### src/slow_mode_map.svh
/*
 register offsets, field positions and reset values of the converter
 tuning and mode registers; assumes an APB slave with 32-bit data.
*/
`ifndef SLOW_MODE_MAP_SVH
`define SLOW_MODE_MAP_SVH

`define OFF_TRIM_HIGH_B    12'h000
`define OFF_TRIM_ELEVEN    12'h004
`define OFF_SLOW_GLOBAL    12'h008
`define OFF_SWING_OVR      12'h00C
`define OFF_CHAN_A_SLOW    12'h010
`define OFF_MODE_STATUS    12'h014

`define POS_TRIM_HI_LSB    5
`define POS_CHAN_B_SLOW    0
`define POS_TRIM_ELEVEN    5
`define POS_TRIM_TEN       1
`define POS_SLOW_GLOBAL    4
`define POS_CHAN_A_SLOW    3
`define POS_SWING_LSB      0

`define RST_REG8           8'h00

`endif

### src/slow_mode_pkg.sv
/*
 types shared by the tuning and mode register bank; assumes nothing.
*/
`default_nettype none
package slow_mode_pkg;
  typedef logic [7:0] reg8_t;
  typedef enum logic [1:0] {
    SWING_OFF  = 2'b00,
    SWING_RSV1 = 2'b01,
    SWING_RSV2 = 2'b10,
    SWING_ON   = 2'b11
  } swing_mode_e;
endpackage
`default_nettype wire
### src/adc_tuning_and_mode_regs.sv
/*
 tuning and low-speed mode register bank behind an APB slave;
 assumes a synchronous APB master on clk_sys_in, zero wait states.
*/
// Our own choices: the APB interface to the registers and the address map.
// Summary of operation
// - trim[9:7] at bits 7-5, reset 000
// - trim bit 11 at bit 5, reset 0
// - trim bit 10 at bit 1, reset 0
// - channel B slow enable at bit 0
// - channel A slow enable at bit 3
// - global enable gates both channel enables
// - swing code 11 follows select, 00 not
`timescale 1ns/1ps
`default_nettype none
`include "slow_mode_map.svh"
module adc_tuning_and_mode_regs (
  input  wire logic        clk_sys_in,
  input  wire logic        rst_n_in,
  input  wire logic        psel_in,
  input  wire logic        penable_in,
  input  wire logic        pwrite_in,
  input  wire logic [11:0] paddr_in,
  input  wire logic [31:0] pwdata_in,
  input  wire logic [3:0]  pstrb_in,
  output logic             pready_out,
  output logic             pslverr_out,
  output logic [31:0]      prdata_out,
  output logic [2:0]       perf_trim_hi_out,
  output logic             perf_trim_eleven_out,
  output logic             perf_trim_ten_out,
  output logic             chan_a_slow_enable_out,
  output logic             chan_b_slow_enable_out,
  output logic             swing_follow_out
);
  logic [2:0] trim_hi_q;
  logic       chan_b_q;
  logic       trim_eleven_q;
  logic       trim_ten_q;
  logic       slow_global_q;
  logic [1:0] swing_q;
  logic       chan_a_q;
  logic       chan_a_eff;
  logic       chan_b_eff;
  logic       swing_eff;
  logic       wr_en;
  logic       rd_en;
  logic       hit;
  logic [7:0] rd_byte;

  function automatic logic mapped(input logic [11:0] a);
    mapped = (a == `OFF_TRIM_HIGH_B) || (a == `OFF_TRIM_ELEVEN) ||
             (a == `OFF_SLOW_GLOBAL) || (a == `OFF_SWING_OVR) ||
             (a == `OFF_CHAN_A_SLOW) || (a == `OFF_MODE_STATUS);
  endfunction

  assign hit        = mapped(paddr_in);
  assign pready_out = 1'b1;
  assign wr_en = psel_in & penable_in & pwrite_in & pstrb_in[0] & hit;
  assign rd_en = psel_in & ~penable_in & ~pwrite_in;

  // trim[9:7] and channel B enable
  always_ff @(posedge clk_sys_in or negedge rst_n_in) begin
    if (!rst_n_in) begin
      trim_hi_q <= 3'h0;
      chan_b_q  <= 1'b0;
    end else if (wr_en && paddr_in == `OFF_TRIM_HIGH_B) begin
      trim_hi_q <= pwdata_in[`POS_TRIM_HI_LSB +: 3];
      chan_b_q  <= pwdata_in[`POS_CHAN_B_SLOW];
    end
  end

  // trim bits 11 and 10
  always_ff @(posedge clk_sys_in or negedge rst_n_in) begin
    if (!rst_n_in) begin
      trim_eleven_q <= 1'b0;
      trim_ten_q    <= 1'b0;
    end else if (wr_en && paddr_in == `OFF_TRIM_ELEVEN) begin
      trim_eleven_q <= pwdata_in[`POS_TRIM_ELEVEN];
      trim_ten_q    <= pwdata_in[`POS_TRIM_TEN];
    end
  end

  // global low-speed enable
  always_ff @(posedge clk_sys_in or negedge rst_n_in) begin
    if (!rst_n_in) begin
      slow_global_q <= 1'b0;
    end else if (wr_en && paddr_in == `OFF_SLOW_GLOBAL) begin
      slow_global_q <= pwdata_in[`POS_SLOW_GLOBAL];
    end
  end

  // swing override code, stored as written
  always_ff @(posedge clk_sys_in or negedge rst_n_in) begin
    if (!rst_n_in) begin
      swing_q <= 2'h0;
    end else if (wr_en && paddr_in == `OFF_SWING_OVR) begin
      swing_q <= pwdata_in[`POS_SWING_LSB +: 2];
    end
  end

  // channel A enable
  always_ff @(posedge clk_sys_in or negedge rst_n_in) begin
    if (!rst_n_in) begin
      chan_a_q <= 1'b0;
    end else if (wr_en && paddr_in == `OFF_CHAN_A_SLOW) begin
      chan_a_q <= pwdata_in[`POS_CHAN_A_SLOW];
    end
  end

  slow_mode_decode u_decode (
    .swing_field_in   (swing_q),
    .slow_global_in   (slow_global_q),
    .chan_a_bit_in    (chan_a_q),
    .chan_b_bit_in    (chan_b_q),
    .chan_a_slow_out  (chan_a_eff),
    .chan_b_slow_out  (chan_b_eff),
    .swing_follow_out (swing_eff)
  );

  // read mux, reserved bits zero
  always_comb begin
    rd_byte = 8'h00;
    unique case (paddr_in)
      `OFF_TRIM_HIGH_B: begin
        rd_byte = {trim_hi_q, 4'h0, chan_b_q};
      end
      `OFF_TRIM_ELEVEN: begin
        rd_byte = {2'h0, trim_eleven_q, 3'h0, trim_ten_q, 1'b0};
      end
      `OFF_SLOW_GLOBAL: begin
        rd_byte = {3'h0, slow_global_q, 4'h0};
      end
      `OFF_SWING_OVR: begin
        rd_byte = {6'h00, swing_q};
      end
      `OFF_CHAN_A_SLOW: begin
        rd_byte = {4'h0, chan_a_q, 3'h0};
      end
      `OFF_MODE_STATUS: begin
        rd_byte = {5'h00, swing_eff, chan_a_eff, chan_b_eff};
      end
      default: begin
        rd_byte = 8'h00;
      end
    endcase
  end

  // read data loaded in setup, stands through access
  always_ff @(posedge clk_sys_in or negedge rst_n_in) begin
    if (!rst_n_in) begin
      prdata_out <= 32'h0000_0000;
    end else if (rd_en) begin
      prdata_out <= {24'h00_0000, rd_byte};
    end
  end

  always_comb begin
    pslverr_out = psel_in & penable_in & ~hit;
  end

  // configuration outputs from flip-flops
  always_ff @(posedge clk_sys_in or negedge rst_n_in) begin
    if (!rst_n_in) begin
      perf_trim_hi_out       <= 3'h0;
      perf_trim_eleven_out   <= 1'b0;
      perf_trim_ten_out      <= 1'b0;
      chan_a_slow_enable_out <= 1'b0;
      chan_b_slow_enable_out <= 1'b0;
      swing_follow_out       <= 1'b0;
    end else begin
      perf_trim_hi_out       <= trim_hi_q;
      perf_trim_eleven_out   <= trim_eleven_q;
      perf_trim_ten_out      <= trim_ten_q;
      chan_a_slow_enable_out <= chan_a_eff;
      chan_b_slow_enable_out <= chan_b_eff;
      swing_follow_out       <= swing_eff;
    end
  end
endmodule
`default_nettype wire

### src/slow_mode_decode.sv
/*
 decode of the low-speed gating and swing-override field;
 assumes register values settle synchronous to the system clock.
*/
`timescale 1ns/1ps
`default_nettype none
module slow_mode_decode (
  input  wire logic [1:0] swing_field_in,
  input  wire logic       slow_global_in,
  input  wire logic       chan_a_bit_in,
  input  wire logic       chan_b_bit_in,
  output logic            chan_a_slow_out,
  output logic            chan_b_slow_out,
  output logic            swing_follow_out
);
  // global gate over both channels
  assign chan_a_slow_out = slow_global_in & chan_a_bit_in;
  assign chan_b_slow_out = slow_global_in & chan_b_bit_in;
  // only code 11 passes swing control on
  assign swing_follow_out =
    (slow_mode_pkg::swing_mode_e'(swing_field_in) ==
     slow_mode_pkg::SWING_ON);
endmodule
`default_nettype wire

### config.mk
export PLATFORM = sky130hd
export DESIGN_NAME = adc_tuning_and_mode_regs
export DESIGN_NICKNAME = d
export VERILOG_FILES = /design/src/slow_mode_pkg.sv /design/src/adc_tuning_and_mode_regs.sv /design/src/slow_mode_decode.sv
export VERILOG_INCLUDE_DIRS = /design/src
export SDC_FILE = /design/constraint.sdc
export NUM_CORES = 1
export LEC_CHECK = 0
export BUFFER_PORTS_ARGS = -buffer_cell sky130_fd_sc_hd__buf_2
export CAP_MARGIN = 20
export CORE_MARGIN = 5
export CORE_UTILIZATION = 37
export DETAILED_ROUTE_END_ITERATION = 8
export GPL_ROUTABILITY_DRIVEN = 0
export GPL_TIMING_DRIVEN = 0
export PLACE_DENSITY_LB_ADDON = 0.08
export REMOVE_ABC_BUFFERS = 1
export SYNTH_ARGS = -nofsm -noshare
export SYNTH_HDL_FRONTEND = slang
export SYNTH_HIERARCHICAL = 1
export SYNTH_SLANG_ARGS = --single-unit
### constraint.sdc
create_clock -name clk_sys_in -period 1.25 [get_ports clk_sys_in]
set_clock_uncertainty 0.2 [all_clocks]
set_input_delay 0.1875 -clock clk_sys_in [delete_from_list [all_inputs] [get_ports clk_sys_in]]
set_output_delay 0.1875 -clock clk_sys_in [all_outputs]
set_load 0.005 [all_outputs]
==> flow_metrics.env, run 1 <==
export IMPL_die_x_microns=70.9
export IMPL_drcViolationCount=0
export IMPL_hold_violations=0
export IMPL_clkTransAtPathRegs_ns=0.09
export IMPL_p_per_area_mw_per_mm2=938
export IMPL_routed_via_count=1017
export IMPL_synth_warnings=6
export IMPL_cp_slowest_cell="or4_4"
export IMPL_numClockSinks=26
export IMPL_crit_path_end_kind="flip-flop"
export IMPL_antenna_found_initial=0
export IMPL_max_freq_mhz=600
export IMPL_max_cap_violations=0
export IMPL_wl_per_cell_microns=13.3
export IMPL_clk_path_buf_depth=2
export IMPL_yosysSeqAreaShare_pct=47.4
export IMPL_required_ns=1.21
export IMPL_avgSynthCellArea_sq_um=11.1
export IMPL_dieArea_sq_mm=0.00503
export IMPL_track_usage_pct=11.5
export IMPL_grt_ovfl_total=0
export IMPL_ys_top_cells_by_count="26 x dfrtp_1, 25 x buf_4, 15 x nand2_1, 6 x mux2_2, 4 x mux2_1"
export IMPL_core_area_sq_mm=0.00363
export IMPL_fin_ws_ns=-0.417
export IMPL_rsz0062_at_grt="yes"
export IMPL_clock_latency_ns=0.27
export IMPL_cp_cell_sequence="buf_6, or4_4, nand2b_4, nor4b_4, mux2_4"
export IMPL_final_util_pct=49.4
export IMPL_synthToLayoutAreaGrowth_pct=30.8
export IMPL_yosysTopAreaCellShare_pct=47.4
export IMPL_synth_edf_count=0
export IMPL_power_frac_seq_pct=49.9
export IMPL_grt_pass1_vias=998
export IMPL_min_path_type="input port to flip-flop"
export IMPL_max_slew_margin_pct=62.1
export IMPL_ys_ff_latch=26
export IMPL_die_height_microns=70.9
export IMPL_htree_levels=1
export IMPL_cts_inserted_buffers=3
export IMPL_p_int_mw=1.33
export IMPL_drt_total_wl_microns=2950
export IMPL_ys_flop_type="dfrtp_1"
export IMPL_synth_cell_types=36
export IMPL_peakVddDrop_uv=467
export IMPL_nNetsFinal=228
export IMPL_drtAntennaViolNets=0
export IMPL_p_comb_share_pct=9.2
export IMPL_initial_core_util_pct=37.8
export IMPL_hpwl_microns=2150
export IMPL_first_pass_iters=4
export IMPL_final_max_slew_viol_count=0
export IMPL_nFillCells=341
export IMPL_critical_path_max_fanout=4
export IMPL_cp_top_family="simple AND/OR/NAND/NOR gates"
export IMPL_cp_start_kind="input port"
export IMPL_path_class="input port to flip-flop"
export IMPL_via_per_inst=4.58
export IMPL_outcome="finished with violations"
export IMPL_max_stage_delay_ns=0.54
export IMPL_syn_cell_area_sq_mm=0.00137
export IMPL_io_buffers=41
export IMPL_grt_pass1_wl_microns=4710
export IMPL_leakage_nw=0.957
export IMPL_num_rows=22
export IMPL_grt_max_degree=27
export IMPL_fin_crit_sh_pct=133
export IMPL_cts_tree="built"
export IMPL_tightestPinTransition_ns=0.569
export IMPL_p_sw_mw=0.356
export IMPL_finalCriticalPeriod_ns=1.67
export IMPL_swShare_pct=21.1
export IMPL_synth_area_leader_cell="dfrtp_1"
export IMPL_postSynthCellCount=124
export IMPL_synth_most_common_cell="dfrtp_1"
export IMPL_synth_area_leaders="dfrtp_1 47%, buf_4 14%, mux2_2 4.9%"
export IMPL_fin_tns_setup_ns=-5.10
export IMPL_cts_root_buffer="clkbuf_8"
export IMPL_diodes=0
export IMPL_drt_iter0_drc=25
export IMPL_io_pins=95
export IMPL_clkPwrFrac_pct=40.9
export IMPL_setup_viol=19
export IMPL_drive_above_1_share_pct=42.0
export IMPL_regToRegSetupSlack_ns=-0.02
export IMPL_synthArstFlopShare_pct=100
export IMPL_violations="negative setup slack"
export IMPL_crit_buf_inv=1
export IMPL_worstPathArrival_ns=1.62
path summary, 6_finish.rpt:
check                               from                  end  cells past startpoint
max in group asynchronous       rst_n_in     swing_follow_out                      2
min in group asynchronous       rst_n_in  perf_trim_hi_out[1]                      2
min                              psel_in        prdata_out[3]                      3
max                          paddr_in[9]        slow_global_q                      5
min reg2reg                 trim_hi_q[0]  perf_trim_hi_out[0]                      0
max reg2reg                slow_global_q        prdata_out[0]                      4
final cells by class:
type                            count  area (sq um)  area share, %
Multi-Input combinational cell     90           689           38.4
Inverter                            2          7.51          0.418
Tap cell                           48          60.1           3.34
Clock inverter                      1          30.0           1.67
Sequential cell                    26           651           36.2
Timing Repair Buffer               52           318           17.7
Clock buffer                        3          41.3           2.30
state kept, by name, indices dropped and copies added (netlist names):
signal and flops:
chan_a_q 1, chan_a_slow_enable_out 1, chan_b_q 1, chan_b_slow_enable_out 1, perf_trim_eleven_out 1, perf_trim_hi_out 3
perf_trim_ten_out 1, prdata_out 8, slow_global_q 1, swing_follow_out 1, swing_q 2, trim_eleven_q 1
trim_hi_q 3, trim_ten_q 1
worst min-delay path: stages:
cell	delay, ns
buf_2	0.12
nand4_1	0.12
o31ai_1	0.08
repair_timing:
| action | CTS | global route |
|---|---|---|
| pin swaps | 0 | 5 |
| hold buffers | 8 | 0 |
| setup endpoints to repair | 19 | 19 |
| resized for setup | 14 | 8 |
| endpoints found under the hold margin | 36 | 0 |
| setup buffers | 1 | 3 |
cell families (layout without fill, tap and decap cells):
kind of cell    Yosys count  count (layout)  synth area share, %
other cells               2              25                0.547
flops                    26              26                 47.4
buf+inv                  31              58                 15.4
mux                      12              12                 9.65
simple gates             40              40                 19.9
compound gates           13              13                 7.20
layout by cell type (no fill, tap or decap), types with 2 or more instances in the layout:
cell type | netlist | layout
nor3_4 | 1 | 3
inv_1 | 2 | 2
nand2_1 | 15 | 14
and2_1 | 3 | 2
dfrtp_1 | 26 | 26
nor2_1 | 2 | 2
dlygate4sd3_1 | 0 | 8
o41ai_2 | 1 | 4
clkbuf_8 | 0 | 3
buf_2 | 1 | 40
buf_4 | 25 | 2
conb_1 | 2 | 25
o21ai_0 | 3 | 3
nand3b_1 | 3 | 3
buf_6 | 0 | 2
nand4_1 | 2 | 2
mux2i_1 | 2 | 2
o31ai_1 | 2 | 2
mux2_4 | 0 | 9
metal layers:
layer	vias up	GRT usage, %	routed length [microns]
li1	485	-	-
met1	496	14.7	1230
met2	34	20.1	1500
met3	2	2.27	207
met4	0	2.51	9
met5	-	0	0
power groups by stage:
stage	logic, mW	registers [mW]	clock network, mW
after floorplan	0.0422	0.857	0
after global placement	0.121	0.857	0
after detailed placement	0.125	0.857	0
after CTS	0.151	0.841	0.709
after global routing	0.174	0.841	0.751
final	0.155	0.841	0.690
per-stage QoR:
| stage | instance area [sq um] | hold slack, ns | worst slack [ns] | power, mW | std cells |
|---|---|---|---|---|---|
| 2_1_floorplan | 1260 | -0.308 | -0.544 | 0.900 | 118 |
| 3_3_place_gp | 1520 | 0.0126 | -0.738 | 0.978 | 207 |
| 3_5_place_dp | 1520 | 0.0173 | -0.732 | 0.982 | 207 |
| 4_1_cts | 1750 | 0.0716 | -0.415 | 1.70 | 220 |
| 5_1_grt | 1800 | 0.0713 | -0.439 | 1.77 | 222 |
| 6_report | 1800 | 0.0692 | -0.417 | 1.68 | 222 |
No activity file was read; power rests on OpenSTA's default activity.
==> run 2, diff against run 1 <==
--- a/config.mk
+++ b/config.mk
@@ -9,7 +9,8 @@
 export BUFFER_PORTS_ARGS = -buffer_cell sky130_fd_sc_hd__buf_2
 export CAP_MARGIN = 20
 export CORE_MARGIN = 5
-export CORE_UTILIZATION = 37
+export CORE_UTILIZATION = 38
+export CTS_BUF_LIST = sky130_fd_sc_hd__clkbuf_2 sky130_fd_sc_hd__clkbuf_4 sky130_fd_sc_hd__clkbuf_8
 export DETAILED_ROUTE_END_ITERATION = 8
 export GPL_ROUTABILITY_DRIVEN = 0
 export GPL_TIMING_DRIVEN = 0
==> flow_metrics.env, run 2 (synthesis gave the netlist of run 1 again) <==
export IMPL_layout_commonest_cell="buf_2"
export IMPL_leakage_nw=0.976
export IMPL_nNetsFinal=237
export IMPL_dieArea_sq_mm=0.00492
export IMPL_hpwl_microns=2210
export IMPL_fin_cells=229
export IMPL_numClockSinks=26
export IMPL_peakVddDrop_uv=346
export IMPL_die_height_microns=70.1
export IMPL_core_area_sq_mm=0.00342
export IMPL_final_cell_mix="40 x buf_2, 26 x dfrtp_1, 25 x conb_1, 15 x nand2_1, 10 x dlygate4sd3_1"
export IMPL_nFillCells=333
export IMPL_clock_latency_ns=0.33
export IMPL_tightestPinTransition_ns=0.578
export IMPL_cts_root_buffer="clkbuf_4"
export IMPL_required_ns=1.28
export IMPL_outcome="finished with violations"
export IMPL_finalCriticalPeriod_ns=1.62
export IMPL_grt_pass1_wl_microns=4840
export IMPL_setup_viol=20
export IMPL_drtAntennaViolNets=0
export IMPL_io_buffers=41
export IMPL_grt_max_degree=27
export IMPL_drcViolationCount=0
export IMPL_grt_pass1_vias=1077
export IMPL_routed_via_count=1050
export IMPL_rsz0062_at_grt="yes"
export IMPL_critical_path_max_fanout=4
export IMPL_clkTransAtPathRegs_ns=0.14
export IMPL_multi_input_area_sq_um=689
export IMPL_num_rows=21
export IMPL_clk_path_buf_depth=2
export IMPL_top_register="prdata_out"
export IMPL_fin_crit_sh_pct=129
export IMPL_place_inst=205
export IMPL_drt_total_wl_microns=3010
export IMPL_track_usage_pct=12.0
export IMPL_violations="negative setup slack"
export IMPL_max_cap_violations=0
export IMPL_initial_core_util_pct=40.2
export IMPL_min_path_type="input port to flip-flop"
export IMPL_htree_levels=1
export IMPL_max_freq_mhz=619
export IMPL_final_max_slew_viol_count=0
export IMPL_regArea_sq_um=651
export IMPL_hold_violations=0
export IMPL_via_per_inst=4.59
export IMPL_synthToLayoutAreaGrowth_pct=33.6
export IMPL_drive_above_1_share_pct=44.3
export IMPL_grt_ovfl_total=0
export IMPL_max_slew_margin_pct=61.5
export IMPL_path_class="input port to flip-flop"
export IMPL_fin_ws_ns=-0.366
export IMPL_largest_reg_flops=8
export IMPL_io_pins=95
export IMPL_cp_start_kind="input port"
export IMPL_antenna_found_initial=0
export IMPL_largestRegisters="prdata_out (8), perf_trim_hi_out (3), trim_hi_q (3)"
export IMPL_crit_path_end_kind="flip-flop"
export IMPL_worstPathArrival_ns=1.65
export IMPL_final_util_pct=53.7
export IMPL_cts_inserted_buffers=3
export IMPL_drt_iter0_drc=20
export IMPL_die_x_microns=70.1
export IMPL_wl_per_cell_microns=13.1
export IMPL_p_per_area_mw_per_mm2=783
export IMPL_first_pass_iters=4
export IMPL_p_total_mw=1.44
export IMPL_cts_tree="built"
export IMPL_diodes=0
==> run 2: changes by cell type in the layout (fill, tap and decap cells not counted), sizes merged <==
cell and delta:
bufinv -1, clkbuf +1, dlygate4sd3 +2, buf +7
==> run 2: worst max-delay path, stage by stage <==
cell and delay [ns]:
buf_6 0.09, or4_4 0.56, nand2b_4 0.20, nor3_2 0.26, mux2_2 0.36
==> run 2: cell type report <==
| class | instances | share of cell area, % |
|---|---|---|
| well taps | 46 | 3.14 |
| clock buffers | 4 | 1.98 |
| multi-input cells | 90 | 37.6 |
| repair buffers | 61 | 21.5 |
| inverters | 2 | 0.409 |
| flip-flops and latches | 26 | 35.4 |
==> run 2: through the flow <==
step | hold WS (ns) | TNS (ns) | worst slack, ns | cell area, sq um
after floorplan | -0.308 | -7.29 | -0.544 | 1260
after global placement | 0.0149 | -11.34 | -0.733 | 1520
after detailed placement | 0.0254 | -11.57 | -0.731 | 1520
after CTS | -0.00511 | -4.21 | -0.341 | 1760
after global routing | 0.0201 | -5.32 | -0.398 | 1840
final | 0.0165 | -4.49 | -0.366 | 1840
==> run 2: worst paths after layout <==
kind / start / to / slack (ns) / cells past startpoint
worst max register to register: slow_global_q / prdata_out[0] / -0.05 / 4
worst max-delay path: paddr_in[9] / swing_q[0] / -0.37 / 5
max in group asynchronous: rst_n_in / prdata_out[2] / 0.31 / 2
worst min register to register: trim_hi_q[1] / perf_trim_hi_out[1] / 0.22 / 0
min in group asynchronous: rst_n_in / perf_trim_hi_out[1] / 0.17 / 2
worst min-delay path: paddr_in[4] / prdata_out[7] / 0.02 / 2
==> run 2: timing repair <==
item                                    CTS  global route
gates resized for setup                  17             7
pin swaps                                 7             2
hold buffers                             10             0
setup buffers                             5             6
hold endpoints to repair                 41             0
endpoints found under the setup margin   27            33
==> run 2: power by group <==
part / switching, mW / total [mW] / leakage, nW / internal, mW
clock: 0.257 / 0.436 / 0.0210 / 0.179
combinational: 0.0935 / 0.160 / 0.592 / 0.0661
sequential: 0.000104 / 0.841 / 0.363 / 0.841
==> run 2: layer usage <==
| layer | share of wire, % | vias up | global-route usage (%) |
|---|---|---|---|
| li1 | - | 495 | - |
| met1 | 41 | 504 | 13.9 |
| met2 | 50 | 46 | 21.3 |
| met3 | 8.0 | 5 | 2.58 |
| met4 | 1.5 | 0 | 4.47 |
| met5 | 0 | - | 0 |
==> run 3, diff against run 2 <==
--- a/config.mk
+++ b/config.mk
@@ -9,7 +9,7 @@
 export BUFFER_PORTS_ARGS = -buffer_cell sky130_fd_sc_hd__buf_2
 export CAP_MARGIN = 20
 export CORE_MARGIN = 5
-export CORE_UTILIZATION = 38
+export CORE_UTILIZATION = 42
 export CTS_BUF_LIST = sky130_fd_sc_hd__clkbuf_2 sky130_fd_sc_hd__clkbuf_4 sky130_fd_sc_hd__clkbuf_8
 export DETAILED_ROUTE_END_ITERATION = 8
 export GPL_ROUTABILITY_DRIVEN = 0
==> constraint.sdc (replaced) <==
create_clock -name clk_sys_in -period 1.6 [get_ports clk_sys_in]
set_clock_uncertainty 0.2 [all_clocks]
set_input_delay 0.24 -clock clk_sys_in [delete_from_list [all_inputs] [get_ports clk_sys_in]]
set_output_delay 0.24 -clock clk_sys_in [all_outputs]
set_load 0.005 [all_outputs]
==> flow_metrics.env, run 3 (synthesis gave the netlist of run 1 again) <==
export IMPL_die_x_microns=67.2
export IMPL_max_cap_violations=0
export IMPL_outcome="finished with violations"
export IMPL_final_cell_mix="39 x buf_2, 26 x dfrtp_1, 25 x conb_1, 15 x nand2_1, 8 x dlygate4sd3_1"
export IMPL_rsz0062_at_grt="yes"
export IMPL_dieArea_sq_mm=0.00451
export IMPL_cp_start_kind="input port"
export IMPL_largest_reg_flops=8
export IMPL_p_per_area_mw_per_mm2=608
export IMPL_io_pins=95
export IMPL_largestRegisters="prdata_out (8), perf_trim_hi_out (3), trim_hi_q (3)"
export IMPL_antenna_found_initial=0
export IMPL_clkPwrFrac_pct=25.3
export IMPL_use_met1_pct=15.1
export IMPL_layout_commonest_cell="buf_2"
export IMPL_r2r_cells=4
export IMPL_worstPathArrival_ns=1.70
export IMPL_cts_root_buffer="clkbuf_4"
export IMPL_routed_via_count=988
export IMPL_nFillCells=320
export IMPL_final_util_pct=55.2
export IMPL_max_freq_mhz=595
export IMPL_hold_path_endpoint="prdata_out[3]"
export IMPL_clock_latency_ns=0.31
export IMPL_hold_violations=0
export IMPL_reg2reg_to="prdata_out[0]"
export IMPL_grt_use_met2_pct=22.2
export IMPL_drcViolationCount=0
export IMPL_critical_path_max_fanout=4
export IMPL_fin_crit_sh_pct=105
export IMPL_min_path_type="input port to flip-flop"
export IMPL_hpwl_microns=2120
export IMPL_finalCriticalPeriod_ns=1.68
export IMPL_core_area_sq_mm=0.00310
export IMPL_cts_tree="built"
export IMPL_cts_inserted_buffers=3
export IMPL_power_frac_seq_pct=63.1
export IMPL_max_slew_margin_pct=62.5
export IMPL_leakage_nw=0.911
export IMPL_p_comb_share_pct=11.6
export IMPL_reg2reg_from="slow_global_q"
export IMPL_violations="negative setup slack"
export IMPL_grt_pass1_vias=908
export IMPL_swShare_pct=23.7
export IMPL_clk_path_buf_depth=2
export IMPL_track_usage_pct=12.6
export IMPL_final_max_slew_viol_count=0
export IMPL_nNetsFinal=227
export IMPL_drt_iter0_drc=45
export IMPL_clkTransAtPathRegs_ns=0.13
export IMPL_p_sw_mw=0.247
export IMPL_grt_ovfl_total=0
export IMPL_num_rows=20
export IMPL_tightestPinTransition_ns=0.563
export IMPL_numClockSinks=26
export IMPL_crit_path_end_kind="flip-flop"
export IMPL_drtAntennaViolNets=0
export IMPL_drive_above_1_share_pct=39.0
export IMPL_wl_per_cell_microns=13.1
export IMPL_regToRegSetupSlack_ns=0.33
export IMPL_die_height_microns=67.2
export IMPL_fin_tns_setup_ns=-0.164
export IMPL_initial_core_util_pct=44.3
export IMPL_p_int_mw=0.795
export IMPL_min_from="psel_in"
export IMPL_setup_viol=4
export IMPL_required_ns=1.62
export IMPL_grt_busiest_layer="met2"
export IMPL_drt_total_wl_microns=2840
export IMPL_grt_pass1_wl_microns=4230
export IMPL_via_per_inst=4.57
export IMPL_first_pass_iters=4
export IMPL_peakVddDrop_uv=375
export IMPL_path_class="input port to flip-flop"
export IMPL_fin_ws_ns=-0.0811
export IMPL_use_met3_pct=3.99
export IMPL_io_buffers=41
export IMPL_diodes=0
export IMPL_htree_levels=1
export IMPL_synthToLayoutAreaGrowth_pct=24.6
export IMPL_holdPathStages=3
export IMPL_top_register="prdata_out"
export IMPL_grt_max_degree=27
run 3: cell types whose count changed in the layout (fill, tap and decap cells not counted), moves of 2 or more:
cell	before	now
o31ai_2	2	0
o41ai_2	4	1
o21ai_0	1	3
buf_4	8	2
o41ai_1	0	3
dlygate4sd3_1	10	8
o31ai_1	0	2
o21ai_1	2	0
run 3: layer usage:
metal | share of wire (%) | up-vias
met5 | 0 | -
met4 | 0.56 | 0
met3 | 6.7 | 4
met2 | 54 | 31
met1 | 39 | 472
li1 | - | 481
run 3: area by class of cell:
cell class,instances,area (sq um),share of cell area (%)
timing repair buffer,51,313,18.3
multi-input combinational,90,663,38.7
sequential,26,651,38.0
clock buffer,3,22.5,1.32
inverter,2,7.51,0.439
tap,44,55.1,3.22
run 3: power by group through the flow:
| stage | Sequential [mW] | Clock (mW) | Combinational [mW] |
|---|---|---|---|
| 2_1_floorplan | 0.670 | 0 | 0.0330 |
| 3_3_place_gp | 0.670 | 0 | 0.0937 |
| 3_5_place_dp | 0.670 | 0 | 0.0956 |
| 4_1_cts | 0.657 | 0.272 | 0.117 |
| 5_1_grt | 0.657 | 0.298 | 0.136 |
| 6_report | 0.657 | 0.263 | 0.121 |
run 3: critical path, stage by stage:
cell	delay [ns]
buf_6	0.09
or4_4	0.56
nand2b_4	0.20
nor4b_4	0.29
mux2_4	0.32
run 3: how the worst max path moves through the flow:
stage                 startpoint            end  cells after the start
floorplan            paddr_in[9]  slow_global_q                      4
CTS                  paddr_in[9]  slow_global_q                      5
detailed placement   paddr_in[3]   trim_hi_q[2]                      5
global placement     paddr_in[9]  trim_eleven_q                      5
finish              paddr_in[10]  slow_global_q                      5
global route        paddr_in[10]    pslverr_out                      5
run 3: per-stage QoR:
| stage | instances | instance area [sq um] | power [mW] | setup slack (ns) | hold slack, ns |
|---|---|---|---|---|---|
| CTS | 216 | 1700 | 1.05 | -0.0795 | 0.0437 |
| global route | 216 | 1710 | 1.09 | -0.107 | 0.0415 |
| floorplan | 118 | 1260 | 0.703 | -0.246 | -0.256 |
| global placement | 203 | 1520 | 0.763 | -0.427 | 0.0591 |
| detailed placement | 203 | 1520 | 0.765 | -0.440 | 0.0628 |
| finish | 216 | 1710 | 1.04 | -0.0811 | 0.0427 |
run 3: repair_timing:
item	CTS	global route
endpoints found under the hold margin	36	0
hold buffers	8	0
setup buffers	2	0
pin swaps	2	3
resized for setup	14	2
setup endpoints to repair	11	10
